<file path="config.mk">
export PLATFORM = sky130hd
export DESIGN_NAME = sprot_top
export DESIGN_NICKNAME = d
export VERILOG_FILES = /design/src/rtl/sprot_pkg.sv /design/src/rtl/sprot_top.sv
export VERILOG_INCLUDE_DIRS = /design/src /design/src/rtl
export SDC_FILE = /design/constraint.sdc
export NUM_CORES = 1
export LEC_CHECK = 0
export BUFFER_PORTS_ARGS = -buffer_cell sky130_fd_sc_hd__buf_2
export CORE_UTILIZATION = 54
export CTS_BUF_LIST = sky130_fd_sc_hd__clkbuf_8
export DETAILED_ROUTE_END_ITERATION = 12
export HOLD_SLACK_MARGIN = 0.15
export PLACE_DENSITY_LB_ADDON = 0.15
export REMOVE_ABC_BUFFERS = 1
export SYNTH_ARGS = -nofsm -noshare
export SYNTH_HDL_FRONTEND = slang
export SYNTH_SLANG_ARGS = --single-unit
</file>
<file path="constraint.sdc">
create_clock -name aclk -period 2.59 [get_ports aclk]
set_input_delay 0.1295 -clock aclk [delete_from_list [all_inputs] [get_ports aclk]]
set_output_delay 0.1295 -clock aclk [all_outputs]
set_load 0.1 [all_outputs]
</file>
<file path="src/rtl/sprot_defines.svh">
// register map, field positions, reset values and timing counts
`ifndef SPROT_DEFINES_SVH
`define SPROT_DEFINES_SVH
`define SPROT_ADDR_W          8
`define SPROT_OFF_CTRL        8'h00
`define SPROT_OFF_MAP         8'h04
`define SPROT_OFF_SOFT_POS    8'h08
`define SPROT_OFF_SOFT_NEG    8'h0C
`define SPROT_OFF_PRESET      8'h10
`define SPROT_OFF_STATUS      8'h14
`define SPROT_CTRL_SERVO_EN   0
`define SPROT_CTRL_MODE_LO    1
`define SPROT_CTRL_SOFT_EN    3
`define SPROT_CTRL_ROT_SENSE  4
`define SPROT_CTRL_TEST_MODE  5
`define SPROT_CTRL_ALM_CLR    8
`define SPROT_CTRL_RST        32'h0000_0000
`define SPROT_MAP_RST         32'h0000_0000
`define SPROT_SOFT_POS_RST    32'h7FFF_FFFF
`define SPROT_SOFT_NEG_RST    32'h8000_0000
`define SPROT_PRESET_RST      32'h0000_0000
`define SPROT_FN_POS_LIM      0
`define SPROT_FN_NEG_LIM      1
`define SPROT_FN_EMG          2
`define SPROT_FN_ALM_RST      3
`define SPROT_FN_RAMP         4
`define SPROT_FN_PRESET       5
`define SPROT_RESP_OKAY       2'h0
`define SPROT_RESP_SLVERR     2'h2
`define SPROT_CLK_HZ          40000000
`define SPROT_KEY_HOLD_MS     1000
`define SPROT_KEY_HOLD_CYC    ((`SPROT_CLK_HZ / 1000) * `SPROT_KEY_HOLD_MS)
`endif

</file>
<file path="src/rtl/sprot_pkg.sv">
// types shared by the servo protection input block
package sprot_pkg;
  typedef enum logic [1:0] {
    SPROT_MODE_POS    = 2'h0,
    SPROT_MODE_SPEED  = 2'h1,
    SPROT_MODE_TORQUE = 2'h2
  } sprot_mode_t;

  typedef struct packed {
    logic [7:0]  awaddr;
    logic        awvalid;
    logic [31:0] wdata;
    logic [3:0]  wstrb;
    logic        wvalid;
    logic        bready;
    logic [7:0]  araddr;
    logic        arvalid;
    logic        rready;
  } sprot_axi_req_t;

  typedef struct packed {
    logic        awready;
    logic        wready;
    logic        bvalid;
    logic [1:0]  bresp;
    logic        arready;
    logic        rvalid;
    logic [31:0] rdata;
    logic [1:0]  rresp;
  } sprot_axi_rsp_t;

  typedef struct packed {
    logic        moving;
    logic        dir_fwd;
    logic        home_active;
    logic        home_dir_pos;
    logic        home_shift;
    logic        home_finish;
    logic [31:0] fb_pos;
    logic [31:0] deviation;
  } sprot_motion_t;

  typedef struct packed {
    logic        ready;
    logic        pos_limit_det;
    logic        neg_limit_det;
    logic        limit_det;
    logic        stop_det;
    logic        stop_req;
    logic        third_torque_cap;
    logic        zero_speed_flag;
    logic        torque_zero;
    logic        inhibit_pos;
    logic        inhibit_neg;
    logic        ramp_select;
    logic        alarm_clear;
    logic        abs_alarm_clear;
    logic        preset_load;
    logic        preset_ack;
    logic        home_complete;
    logic        homing_abort;
    logic [31:0] cmd_pos_load;
    logic [31:0] fb_pos_load;
  } sprot_ctl_t;
endpackage : sprot_pkg

</file>
<file path="src/rtl/sprot_top.sv">
// servo travel limits, forced stop, alarm clear, ramp select and position preset
`timescale 1ns/1ps
`include "sprot_defines.svh"

// Function
// - hardware limits act except in torque control
// - limit drop gives stop with third cap
// - under limit allow motion only away
// - codes 8/9 map limits, unmapped means clear
// - positive limit checked in both travel directions
// - positive trip moving negative locks both
// - outputs positive, negative and combined limit
// - soft window violation forces stop, flags limit
// - homing limit faults stop without completion
// - forced stop holds, highest priority, all modes
// - forced stop gives stop with third cap
// - code 10 maps stop, unmapped means run
// - ready needs servo enable and stop input
// - stop-detected output while stop input low
// - position/speed stop holds zero speed, tracks
// - torque stop zeroes torque, no alarm reset
// - alarm-clear input rising edge clears alarms
// - keypad hold, config tool, power-up clear
// - ramp select picks set one or two
// - preset edge loads command and feedback position
// - preset marks homed, clears absolute alarms
module sprot_top #(
  parameter int        NTERM        = 8,
  parameter int        TERM_IDX_W   = 3,
  parameter int        KEY_HOLD_CYC = `SPROT_KEY_HOLD_CYC
) (
  // clock and reset
  input  wire logic                    aclk,
  input  wire logic                    aresetn,
  // register bus
  input  wire sprot_pkg::sprot_axi_req_t axi_req,
  output sprot_pkg::sprot_axi_rsp_t    axi_rsp,
  // sequence input terminals and keypad
  input  wire logic [NTERM-1:0]        term_in,
  input  wire logic                    keypad_set_in,
  // motion core
  input  wire sprot_pkg::sprot_motion_t motion,
  output sprot_pkg::sprot_ctl_t        ctl
);
  localparam int KCW = $clog2(KEY_HOLD_CYC + 1);

  // pick a mapped terminal, or the level an unmapped function reads as
  function automatic logic map_pick(input logic [31:0] map, input int fn,
                                    input logic [NTERM-1:0] t, input logic dflt);
    logic [3:0] f;
    f = map[fn*4 +: 4];
    map_pick = f[3] ? t[f[TERM_IDX_W-1:0]] : dflt;
  endfunction : map_pick

  function automatic logic [31:0] strb_merge(input logic [31:0] old,
                                             input logic [31:0] wd, input logic [3:0] s);
    for (int i = 0; i < 4; i++) begin
      old[i*8 +: 8] = s[i] ? wd[i*8 +: 8] : old[i*8 +: 8];
    end
    strb_merge = old;
  endfunction : strb_merge

  // input synchronisers
  logic [NTERM-1:0] term_s1_q, term_s2_q, term_s3_q;
  logic             key_s1_q, key_s2_q;
  always_ff @(posedge aclk) begin
    term_s1_q <= term_in;
    term_s2_q <= term_s1_q;
    term_s3_q <= term_s2_q;
    key_s1_q  <= keypad_set_in;
    key_s2_q  <= key_s1_q;
  end

  // registers
  logic [31:0] ctrl_q, map_q, soft_pos_q, soft_neg_q, preset_q;
  logic        cfg_clr_q;
  wire sprot_pkg::sprot_mode_t mode =
    sprot_pkg::sprot_mode_t'(ctrl_q[`SPROT_CTRL_MODE_LO +: 2]);
  wire torque_mode = (mode == sprot_pkg::SPROT_MODE_TORQUE);
  wire servo_en    = ctrl_q[`SPROT_CTRL_SERVO_EN];
  wire soft_en     = ctrl_q[`SPROT_CTRL_SOFT_EN];
  wire rot_sense   = ctrl_q[`SPROT_CTRL_ROT_SENSE];
  wire test_mode   = ctrl_q[`SPROT_CTRL_TEST_MODE];

  // mapped functions, current and previous sample
  wire pos_ok   = map_pick(map_q, `SPROT_FN_POS_LIM, term_s2_q, 1'b1);
  wire neg_ok   = map_pick(map_q, `SPROT_FN_NEG_LIM, term_s2_q, 1'b1);
  wire emg_ok   = map_pick(map_q, `SPROT_FN_EMG, term_s2_q, 1'b1);
  wire rst_now  = map_pick(map_q, `SPROT_FN_ALM_RST, term_s2_q, 1'b0);
  wire rst_prv  = map_pick(map_q, `SPROT_FN_ALM_RST, term_s3_q, 1'b0);
  wire ramp_now = map_pick(map_q, `SPROT_FN_RAMP, term_s2_q, 1'b0);
  wire pre_now  = map_pick(map_q, `SPROT_FN_PRESET, term_s2_q, 1'b0);
  wire pre_prv  = map_pick(map_q, `SPROT_FN_PRESET, term_s3_q, 1'b0);
  wire rst_rise = rst_now & ~rst_prv;
  wire pre_rise = pre_now & ~pre_prv;

  // travel limits
  wire pos_trip   = ~torque_mode & ~pos_ok;
  wire neg_trip   = ~torque_mode & ~neg_ok;
  wire moving_pos = motion.moving & (motion.dir_fwd ^ rot_sense);
  wire moving_neg = motion.moving & ~(motion.dir_fwd ^ rot_sense);
  wire soft_pos_v = soft_en & ($signed(motion.fb_pos) > $signed(soft_pos_q));
  wire soft_neg_v = soft_en & ($signed(motion.fb_pos) < $signed(soft_neg_q));
  logic lock_both_q;
  // a positive trip seen on negative travel blocks both ways until released
  wire lock_both_d = pos_trip & (lock_both_q | moving_neg);
  wire inh_pos     = pos_trip | soft_pos_v | lock_both_d;
  wire inh_neg     = neg_trip | soft_neg_v | lock_both_d;
  wire lim_any     = pos_trip | neg_trip | soft_pos_v | soft_neg_v;
  wire emg_stop    = ~emg_ok;

  // homing supervision
  logic hit_pos_q, hit_neg_q, seen_ls_q;
  wire ls_now     = 1'b0 | seen_ls_q;
  wire hit_pos_d  = motion.home_active & (hit_pos_q | pos_trip);
  wire hit_neg_d  = motion.home_active & (hit_neg_q | neg_trip);
  wire home_opp   = (motion.home_dir_pos & neg_trip) | (~motion.home_dir_pos & pos_trip);
  wire home_fault = motion.home_active &
                    ((hit_pos_d & hit_neg_d & ~ls_now) | home_opp |
                     (motion.home_shift & (pos_trip | neg_trip)));

  // alarm clear sources
  logic [KCW-1:0] key_cnt_q;
  logic           por_done_q;
  wire key_hold   = test_mode & key_s2_q;
  wire key_fire   = key_hold & (key_cnt_q == KCW'(KEY_HOLD_CYC - 1));
  wire alm_clr_d  = rst_rise | key_fire | cfg_clr_q | ~por_done_q;

  // bus slave
  logic             have_aw_q, have_w_q;
  logic [7:0]       waddr_q;
  logic [31:0]      wdata_q;
  logic [3:0]       wstrb_q;
  wire aw_hs   = axi_req.awvalid & axi_rsp.awready;
  wire w_hs    = axi_req.wvalid & axi_rsp.wready;
  wire b_hs    = axi_rsp.bvalid & axi_req.bready;
  wire ar_hs   = axi_req.arvalid & axi_rsp.arready;
  wire r_hs    = axi_rsp.rvalid & axi_req.rready;
  wire wr_fire = have_aw_q & have_w_q & ~axi_rsp.bvalid;
  wire wa_ctrl = wr_fire & (waddr_q == `SPROT_OFF_CTRL);
  wire wa_map  = wr_fire & (waddr_q == `SPROT_OFF_MAP);
  wire wa_sp   = wr_fire & (waddr_q == `SPROT_OFF_SOFT_POS);
  wire wa_sn   = wr_fire & (waddr_q == `SPROT_OFF_SOFT_NEG);
  wire wa_pre  = wr_fire & (waddr_q == `SPROT_OFF_PRESET);
  wire wa_ok   = wa_ctrl | wa_map | wa_sp | wa_sn | wa_pre;
  wire [31:0] ctrl_new = strb_merge(ctrl_q, wdata_q, wstrb_q);
  wire [31:0] status_w = {20'h0_0000, ctl.homing_abort, ctl.home_complete, ctl.preset_ack,
                          lock_both_q, ctl.ramp_select, emg_stop, soft_neg_v, soft_pos_v,
                          neg_trip, pos_trip, ctl.ready, ctl.stop_req};
  wire        rd_ok    = (axi_req.araddr == `SPROT_OFF_CTRL) ||
                         (axi_req.araddr == `SPROT_OFF_MAP) ||
                         (axi_req.araddr == `SPROT_OFF_SOFT_POS) ||
                         (axi_req.araddr == `SPROT_OFF_SOFT_NEG) ||
                         (axi_req.araddr == `SPROT_OFF_PRESET) ||
                         (axi_req.araddr == `SPROT_OFF_STATUS);
  logic [31:0] rd_mux;
  always_comb begin
    unique case (axi_req.araddr)
      `SPROT_OFF_CTRL:     rd_mux = ctrl_q;
      `SPROT_OFF_MAP:      rd_mux = map_q;
      `SPROT_OFF_SOFT_POS: rd_mux = soft_pos_q;
      `SPROT_OFF_SOFT_NEG: rd_mux = soft_neg_q;
      `SPROT_OFF_PRESET:   rd_mux = preset_q;
      `SPROT_OFF_STATUS:   rd_mux = status_w;
      default:             rd_mux = 32'h0000_0000;
    endcase
  end

  always_ff @(posedge aclk) begin
    if (!aresetn) begin
      axi_rsp    <= '0;
      axi_rsp.awready <= 1'b1;
      axi_rsp.wready  <= 1'b1;
      axi_rsp.arready <= 1'b1;
      have_aw_q  <= 1'b0;
      have_w_q   <= 1'b0;
      waddr_q    <= 8'h00;
      wdata_q    <= 32'h0000_0000;
      wstrb_q    <= 4'h0;
    end else begin
      if (aw_hs) begin
        have_aw_q       <= 1'b1;
        waddr_q         <= axi_req.awaddr;
        axi_rsp.awready <= 1'b0;
      end
      if (w_hs) begin
        have_w_q       <= 1'b1;
        wdata_q        <= axi_req.wdata;
        wstrb_q        <= axi_req.wstrb;
        axi_rsp.wready <= 1'b0;
      end
      if (wr_fire) begin
        have_aw_q     <= 1'b0;
        have_w_q      <= 1'b0;
        axi_rsp.bvalid <= 1'b1;
        axi_rsp.bresp  <= wa_ok ? `SPROT_RESP_OKAY : `SPROT_RESP_SLVERR;
      end
      if (b_hs) begin
        axi_rsp.bvalid  <= 1'b0;
        axi_rsp.awready <= 1'b1;
        axi_rsp.wready  <= 1'b1;
      end
      if (ar_hs) begin
        axi_rsp.arready <= 1'b0;
        axi_rsp.rvalid  <= 1'b1;
        axi_rsp.rdata   <= rd_mux;
        axi_rsp.rresp   <= rd_ok ? `SPROT_RESP_OKAY : `SPROT_RESP_SLVERR;
      end
      if (r_hs) begin
        axi_rsp.rvalid  <= 1'b0;
        axi_rsp.arready <= 1'b1;
      end
    end
  end

  // register file; the alarm-clear bit is a strobe and never stored
  always_ff @(posedge aclk) begin
    if (!aresetn) begin
      ctrl_q     <= `SPROT_CTRL_RST;
      map_q      <= `SPROT_MAP_RST;
      soft_pos_q <= `SPROT_SOFT_POS_RST;
      soft_neg_q <= `SPROT_SOFT_NEG_RST;
      preset_q   <= `SPROT_PRESET_RST;
      cfg_clr_q  <= 1'b0;
    end else begin
      if (wa_ctrl) ctrl_q <= {ctrl_new[31:9], 1'b0, ctrl_new[7:0]};
      if (wa_map) map_q <= strb_merge(map_q, wdata_q, wstrb_q);
      if (wa_sp) soft_pos_q <= strb_merge(soft_pos_q, wdata_q, wstrb_q);
      if (wa_sn) soft_neg_q <= strb_merge(soft_neg_q, wdata_q, wstrb_q);
      if (wa_pre) preset_q <= strb_merge(preset_q, wdata_q, wstrb_q);
      cfg_clr_q <= wa_ctrl & ctrl_new[`SPROT_CTRL_ALM_CLR];
    end
  end

  // protection state
  always_ff @(posedge aclk) begin
    if (!aresetn) begin
      lock_both_q <= 1'b0;
      hit_pos_q   <= 1'b0;
      hit_neg_q   <= 1'b0;
      seen_ls_q   <= 1'b0;
      key_cnt_q   <= '0;
      por_done_q  <= 1'b0;
    end else begin
      lock_both_q <= lock_both_d;
      hit_pos_q   <= hit_pos_d;
      hit_neg_q   <= hit_neg_d;
      seen_ls_q   <= motion.home_active & (seen_ls_q | motion.home_finish);
      // count saturates so one long press clears only once
      if (!key_hold) key_cnt_q <= '0;
      else if (key_cnt_q != KCW'(KEY_HOLD_CYC)) key_cnt_q <= key_cnt_q + KCW'(1);
      por_done_q  <= 1'b1;
    end
  end

  // control outputs, all registered
  always_ff @(posedge aclk) begin
    if (!aresetn) begin
      ctl <= '0;
    end else begin
      ctl.ready            <= servo_en & emg_ok;
      ctl.pos_limit_det    <= pos_trip;
      ctl.neg_limit_det    <= neg_trip;
      ctl.limit_det        <= lim_any;
      ctl.stop_det         <= emg_stop;
      ctl.stop_req         <= emg_stop | lim_any | home_fault;
      ctl.third_torque_cap <= emg_stop | pos_trip | neg_trip;
      ctl.zero_speed_flag  <= emg_stop & ~torque_mode;
      ctl.torque_zero      <= emg_stop & torque_mode;
      ctl.inhibit_pos      <= emg_stop | inh_pos;
      ctl.inhibit_neg      <= emg_stop | inh_neg;
      ctl.ramp_select      <= ramp_now;
      ctl.alarm_clear      <= alm_clr_d;
      ctl.abs_alarm_clear  <= pre_rise;
      ctl.preset_load      <= pre_rise;
      if (pre_rise) begin
        ctl.cmd_pos_load <= preset_q;
        ctl.fb_pos_load  <= preset_q - motion.deviation;
      end
      // ack follows the preset input down; a new edge wins
      ctl.preset_ack    <= pre_rise | (ctl.preset_ack & pre_now);
      ctl.homing_abort  <= home_fault;
      if (pre_rise | (motion.home_finish & ~home_fault)) ctl.home_complete <= 1'b1;
      else if (home_fault | (motion.home_active & ~ctl.home_complete))
        ctl.home_complete <= ctl.home_complete & ~home_fault;
    end
  end

  // checks
  ready_follows_a: assert property (@(posedge aclk) disable iff (!aresetn)
    ##1 ctl.ready == $past(servo_en & emg_ok))
    else $error("ready does not follow enable and stop input");
  stop_det_a: assert property (@(posedge aclk) disable iff (!aresetn)
    emg_stop |=> ctl.stop_det && ctl.stop_req)
    else $error("stop input low without stop detect");
  limit_ignore_a: assert property (@(posedge aclk) disable iff (!aresetn)
    torque_mode && !soft_en && $stable(mode) |=> !ctl.pos_limit_det && !ctl.neg_limit_det)
    else $error("limit acted in torque control");
  zero_speed_a: assert property (@(posedge aclk) disable iff (!aresetn)
    emg_stop && !torque_mode |=> ctl.zero_speed_flag && !ctl.torque_zero)
    else $error("forced stop without zero speed");
  torque_zero_a: assert property (@(posedge aclk) disable iff (!aresetn)
    emg_stop && torque_mode |=> ctl.torque_zero && !ctl.zero_speed_flag)
    else $error("forced stop in torque control without zero torque");
  lock_both_a: assert property (@(posedge aclk) disable iff (!aresetn)
    pos_trip && moving_neg |=> ctl.inhibit_pos && ctl.inhibit_neg)
    else $error("positive trip on negative travel did not lock");
  soft_limit_a: assert property (@(posedge aclk) disable iff (!aresetn)
    soft_pos_v || soft_neg_v |=> ctl.limit_det && ctl.stop_req)
    else $error("soft window left without stop");
  preset_pulse_a: assert property (@(posedge aclk) disable iff (!aresetn)
    pre_rise |=> ctl.preset_load && ctl.cmd_pos_load == $past(preset_q) ##1 !ctl.preset_load)
    else $error("preset load not a single pulse with value");
  preset_ack_a: assert property (@(posedge aclk) disable iff (!aresetn)
    ctl.preset_ack && !pre_now && !pre_rise |=> !ctl.preset_ack)
    else $error("preset ack did not drop with input");
  alarm_edge_a: assert property (@(posedge aclk) disable iff (!aresetn)
    rst_rise |=> ctl.alarm_clear)
    else $error("alarm clear edge lost");
  bresp_a: assert property (@(posedge aclk) disable iff (!aresetn)
    axi_rsp.bvalid && !axi_req.bready |=> axi_rsp.bvalid && $stable(axi_rsp.bresp))
    else $error("write response dropped before taken");
  pos_det_a: assert property (@(posedge aclk) disable iff (!aresetn)
    ##1 ctl.pos_limit_det == $past(pos_trip))
    else $error("positive limit output does not follow trip");
  neg_det_a: assert property (@(posedge aclk) disable iff (!aresetn)
    ##1 ctl.neg_limit_det == $past(neg_trip))
    else $error("negative limit output does not follow trip");
  limit_cap_a: assert property (@(posedge aclk) disable iff (!aresetn)
    pos_trip || neg_trip |=> ctl.third_torque_cap)
    else $error("limit trip without third torque cap");
  stop_cap_a: assert property (@(posedge aclk) disable iff (!aresetn)
    emg_stop |=> ctl.third_torque_cap)
    else $error("forced stop without third torque cap");
  inhibit_pos_a: assert property (@(posedge aclk) disable iff (!aresetn)
    pos_trip |=> ctl.inhibit_pos)
    else $error("positive motion allowed past tripped limit");
  inhibit_neg_a: assert property (@(posedge aclk) disable iff (!aresetn)
    neg_trip |=> ctl.inhibit_neg)
    else $error("negative motion allowed past tripped limit");
  stop_inhibit_a: assert property (@(posedge aclk) disable iff (!aresetn)
    emg_stop |=> ctl.inhibit_pos && ctl.inhibit_neg)
    else $error("motion allowed during forced stop");
  ramp_follow_a: assert property (@(posedge aclk) disable iff (!aresetn)
    ##1 ctl.ramp_select == $past(ramp_now))
    else $error("ramp select does not follow input");
  preset_home_a: assert property (@(posedge aclk) disable iff (!aresetn)
    pre_rise |=> ctl.home_complete && ctl.preset_ack && ctl.abs_alarm_clear)
    else $error("preset did not mark homed");
  homing_fault_a: assert property (@(posedge aclk) disable iff (!aresetn)
    home_fault && !pre_rise |=> ctl.homing_abort && ctl.stop_req && !ctl.home_complete)
    else $error("homing fault without abort");
  key_clear_a: assert property (@(posedge aclk) disable iff (!aresetn)
    key_fire |=> ctl.alarm_clear)
    else $error("key hold did not clear alarms");
  // bus answers stand until taken, new requests wait for them
  rdata_hold_a: assert property (@(posedge aclk) disable iff (!aresetn)
    axi_rsp.rvalid && !axi_req.rready |=> axi_rsp.rvalid && $stable(axi_rsp.rdata))
    else $error("read data dropped before taken");
  rd_refused_a: assert property (@(posedge aclk) disable iff (!aresetn)
    axi_rsp.rvalid |-> !axi_rsp.arready)
    else $error("read accepted while answer pending");
  wr_refused_a: assert property (@(posedge aclk) disable iff (!aresetn)
    axi_rsp.bvalid |-> !axi_rsp.awready && !axi_rsp.wready)
    else $error("write accepted while answer pending");
  emg_cov: cover property (@(posedge aclk) disable iff (!aresetn) emg_stop ##1 !emg_stop);
  lim_cov: cover property (@(posedge aclk) disable iff (!aresetn) pos_trip && moving_neg);
  pre_cov: cover property (@(posedge aclk) disable iff (!aresetn) pre_rise ##[1:20] !pre_now);
  home_cov: cover property (@(posedge aclk) disable iff (!aresetn) home_fault);
  key_cov: cover property (@(posedge aclk) disable iff (!aresetn) key_fire);
endmodule : sprot_top

</file>
== Word level (Yosys, flattened, before mapping) ==
Index checks and enable logic that the tools add are counted.
Storage, ports and cells
  bits of input ports: 138
  output and inout bits: 123
  flip-flop bits (word level): 385
  word-level logic and storage cells: 233
Operators by class
  reduce and logical (&&, ||, !) cells: 33
  multiplexer cells: 30
  $add $sub $neg: 2
  bitwise gates (word level): 84
  equality and inequality tests: 12
  $lt $le $gt $ge: 8
Operators by type and width (number)
  32-bit one-hot mux with 6 select lines: 1
  2-bit AND reduction: 22
  1-bit AND: 39
  8-bit by 4-bit == test with 1-bit output, second input constant: 4
  32-bit greater-than comparator: 1
  32-bit less-than comparator: 1
  32-bit subtractor: 1
  1-bit OR: 30
  26-bit by 1-bit adder with 26-bit output, second input constant: 1
  26-bit == test, second input constant: 1
  26-bit inequality test, second input constant: 1
  1-bit binary-select mux with 3-bit select: 8
  8-bit by 5-bit == test with 1-bit output, second input constant: 3
  3-bit by 4-bit less-than comparator with 1-bit output, second input constant: 6
  1-bit two-way mux: 19
  8-bit by 3-bit == test with 1-bit output, second input constant: 2
  8-bit zero test: 2
  1-bit inverter: 14
  2-bit OR reduction: 3
  1-bit logical OR: 5
  2-bit two-way mux: 2
  2-bit == test, second input constant: 1
  2-bit nonzero test: 1
  1-bit bitwise XOR: 1

== Depth between registers and ports, before layout ==
  depth after elaboration: 16
  depth in mapped cells: 12
  gate-level depth less buffers: 12

== Worst setup path after synthesis ==
Ideal clock, no wire load.
  path kind: register to register
  start: reg axi_rsp[38] in the netlist's numbering
  end: reg soft_pos_q[0]
  buffers on the path: 2
  arrival time: 2.605 ns
  cell stages (with the launch flop): 9
  required time: 2.449 ns
  path slack: -0.156 ns
  period minus slack after synthesis: 2.746 ns
  library setup time: 0.141 ns
  path through: dfxtp_1 nand3b_1 or3b_2 nor3_1 and3b_1 and2_1 clkbuf_1 buf_2 o211ai_1
Between the ends
  word-level cells in the longest chain between the ends: 4
Ends and longest elaborated chain
  from (decl): RTL line sprot_top.sv:37  | output sprot_pkg::sprot_axi_rsp_t axi_rsp,
  1-bit inverter: RTL line sprot_top.sv:139  | wire wr_fire = have_aw_q & have_w_q & ~axi_rsp.bvalid;
  1-bit AND: RTL line sprot_top.sv:139
  1-bit AND: RTL line sprot_top.sv:142  | wire wa_sp = wr_fire & (waddr_q == `SPROT_OFF_SOFT_POS);
  2-bit AND reduction (no line)
  to (signal assigned): RTL line sprot_top.sv:221  | soft_pos_q <= `SPROT_SOFT_POS_RST;
  to (signal assigned): RTL line sprot_top.sv:228  | if (wa_sp) soft_pos_q <= strb_merge(soft_pos_q, wdata_q, wstrb_q);
  to (decl): RTL line sprot_top.sv:75  | logic [31:0] ctrl_q, map_q, soft_pos_q, soft_neg_q, preset_q;
Every way passes these cells.
A chain may end at the register's enable or synchronous reset.

== Worst setup path after layout ==
  start: reg soft_pos_q[27]
  end: reg ctl[76] in the netlist's numbering
Between the ends
  word-level cells in the longest chain between the ends: 6
Ends and longest elaborated chain
  32-bit greater-than comparator: RTL line sprot_top.sv:102  | wire soft_pos_v = soft_en & ($signed(motion.fb_pos) > $signed(soft_pos_q));
  1-bit AND: RTL line sprot_top.sv:102
  1-bit OR (2 in a row): RTL line sprot_top.sv:109  | wire lim_any = pos_trip | neg_trip | soft_pos_v | soft_neg_v;
  1-bit OR (2 in a row): RTL line sprot_top.sv:266  | ctl.stop_req <= emg_stop | lim_any | home_fault;
  to (decl): RTL line sprot_top.sv:43  | output sprot_pkg::sprot_ctl_t ctl
Every way passes these cells.

==> flow_summary.yaml <==
grt:
  antenna_found_initial: 1
  grt_overflow: 0
  grt_pass1_wl_um: 92800
  grt_use_total_pct: 35.3
  grt_max_degree: 58
  first_global_vias: 17200
timing:
  slew_headroom_pct: 58.5
  setup_viol: 3
  holdWs_ns: 0.154
  finalCritPeriodShare_pct: 108
  fin_skew_ns: 0.0477
  min_period_ns: 2.80
  setup_ws_ns: -0.211
  drv_slew: 0
  tightest_slew_ns: 0.622
  maxClockFrequency_mhz: 357
  hold_viol: 0
  rsz0062_at_grt: "yes"
placed_design:
  placed_cells: 2908
  globalplace.congestion: 0.953
  port_buffers: 258
  post-place-ws_ns: -0.457
  hpwl_um: 41800
pwr:
  netSwitchingFraction_pct: 25.8
  clkPwrFrac_pct: 45.0
  power.leakage_nw: 10.1
  irDropWorstVdd_mv: 0.478
  seqPwrFrac_pct: 46.9
  p_int_mw: 9.63
  pwr-share-comb_pct: 8.1
  p_switching_mw: 3.35
  powerDensity_nw_per_um2: 559
clocking:
  cts_tree: "built"
  clk_path_buf_depth: 3
  clockRootBuffer: "clkbuf_8"
  cts_made_buffers: 67
  cts_sinks: 383
  cts.clk_slew.worst_paths_ns: 0.06
  clk_latency_ns: 0.62
  htreeDepth: 3
setup_path:
  cp-end-kind: "flip-flop"
  criticalPathCategory: "reg2reg"
  startpoint_type: "flip-flop"
  reg2reg_slack_ns: -0.21
  ff2ff_path_depth: 11
  cp_max_fo: 3
  critical_path_required_ns: 3.08
  crit_arrival_ns: 3.30
synth:
  synth_top_area_cell: "dfxtp_1"
  ys_seq_area_share_pct: 42.6
  ys_top_cells_by_count: "nand2_1, dfxtp_1, a21oi_1, nor2_1, inv_1"
  synthArstFlopShare_pct: 0
  synth-edff-count: 0
  synth_cell_types: 75
  synthFlopType: "dfxtp_1"
  netlist_area_um2: 18000
  synth_top_area_share_pct: 42.6
  postSynthAreaPerCell_um2: 8.16
  synth_warnings: 0
  synth_cells: 2207
  synth-seq-cells: 383
  synth_area_leaders: "dfxtp_1, nand2_1, a21oi_1, ha_1, mux2i_1"
  synth_most_common_cell: "nand2_1"
worst_hold_path:
  hold_class: "in2reg"
  hold_depth: 5
floorplanning:
  initial_core_util_pct: 55.1
  core_um2: 32700
  ios: 261
  die_w_um: 185
  row_count: 66
  fp.dieArea_um2: 34100
  fp.dieH_um: 185
route:
  antenna_left: 0
  wire_per_inst_um: 19.5
  drc: 0
  vias: 18000
  dr.pass1.iters: 5
  drt-vias-per-instance: 5.73
  wirelength_um: 61200
  drtIter0Drc: 1566
finish:
  instances_no_fill: 3143
  drive_gt1_share_pct: 21.4
  fill_cells: 2624
  syn2layout_area_growth_pct: 28.9
  nNetsFinal: 2884
outcome:
  status: "finished, violations left"
  violations: "negative setup slack"
run:
  cap_violations: 0
==> layout make-up <==
class	instances	area (um2)	share of cell area [%]
multi-input combinational	1576	9610	41.4
clock inverter	33	216	0.933
sequential	383	7680	33.1
timing repair buffer	497	3480	15.0
clock buffer	87	1200	5.16
inverter	124	473	2.04
antenna	1	2.50	0.0108
tap	442	553	2.38
==> routing by layer <==
layer	GRT usage [%]	vias to the layer above	share of wire, %
met4	13.7	0	2.8
met2	56.2	901	45
met1	47.5	8452	44
li1	-	8526	-
met3	6.38	127	8.5
met5	0	-	0
==> path summary, 6_finish.rpt <==
path / start / to
max reg2reg: soft_pos_q[27] / ctl[76]
min: motion[10] / ctl[10]
min reg2reg: key_s1_q / key_s2_q
max: soft_pos_q[27] / ctl[76]
==> cells in the final DEF (no fill, tap or decap), types with 56 or more instances in the layout <==
| master | n |
|---|---|
| dlygate4sd3_1 | 107 |
| nor2_1 | 142 |
| ha_1 | 87 |
| o21ai_0 | 64 |
| a21oi_1 | 259 |
| nand2_1 | 471 |
| dfxtp_1 | 373 |
| buf_4 | 122 |
| clkbuf_8 | 87 |
| mux2i_1 | 56 |
| inv_1 | 134 |
| buf_2 | 258 |
==> sequential cells by signal, indices dropped and copies added, names as in the netlist, 4 cells and up <==
signal and cells:
ctl 81, axi_rsp 39, map_q 32, preset_q 32, soft_neg_q 32, soft_pos_q 32, wdata_q 32, ctrl_q 31
key_cnt_q 26, term_s1_q 8, term_s2_q 8, term_s3_q 8, waddr_q 8, wstrb_q 4
==> logic make-up after synthesis <==
| group | share of synthesized area (%) |
|---|---|
| xor gates and xnor gates | 1.80 |
| muxes | 4.95 |
| AOI/OAI and AO/OA | 19.4 |
| adders and majority gates | 6.78 |
| and+or+nand+nor | 19.1 |
| buffers and inverters | 5.36 |
| DFF | 42.6 |
| other | 0.0208 |
==> critical path, cell delays in order (launching register included) <==
cell and delay, ns:
dfxtp_2 0.34, inv_1 0.07, ha_4 0.27, nand4_1 0.16
nor2_2 0.17, nand3_2 0.13, or3_4 0.40, o41a_1 0.37
nand2_1 0.11, mux2_4 0.16, a21oi_2 0.05, or4b_1 0.46
==> what timing repair did <==
action	in CTS	in global routing
gates resized for setup	24	32
setup buffers	4	4
pin swaps	22	20
setup endpoints to repair	18	107
cloned	0	0
endpoints found under the hold margin	101	0
hold buffers	107	0
==> power groups by stage <==
stage                     Sequential (mW)  Combinational, mW  Clock [mW]
final                                6.09               1.05        5.84
after global routing                 6.10               1.12        6.19
after floorplan                      6.28              0.384           0
after global placement               6.21              0.858           0
after detailed placement             6.21              0.872           0
after CTS                            6.08               1.01        5.87
==> stage by stage <==
stage	utilization (%)	instance area [um2]	power [mW]	TNS, ns
floorplan	-	17500	6.67	-431.44
global placement	62.5	20400	7.07	-1.30
detailed placement	62.5	20400	7.08	-2.01
CTS	70.6	23100	13.0	-0.437
global route	71.0	23200	13.4	-1.16
finish	71.0	23200	13.0	-0.341
(Power assumes the default switching activity.)
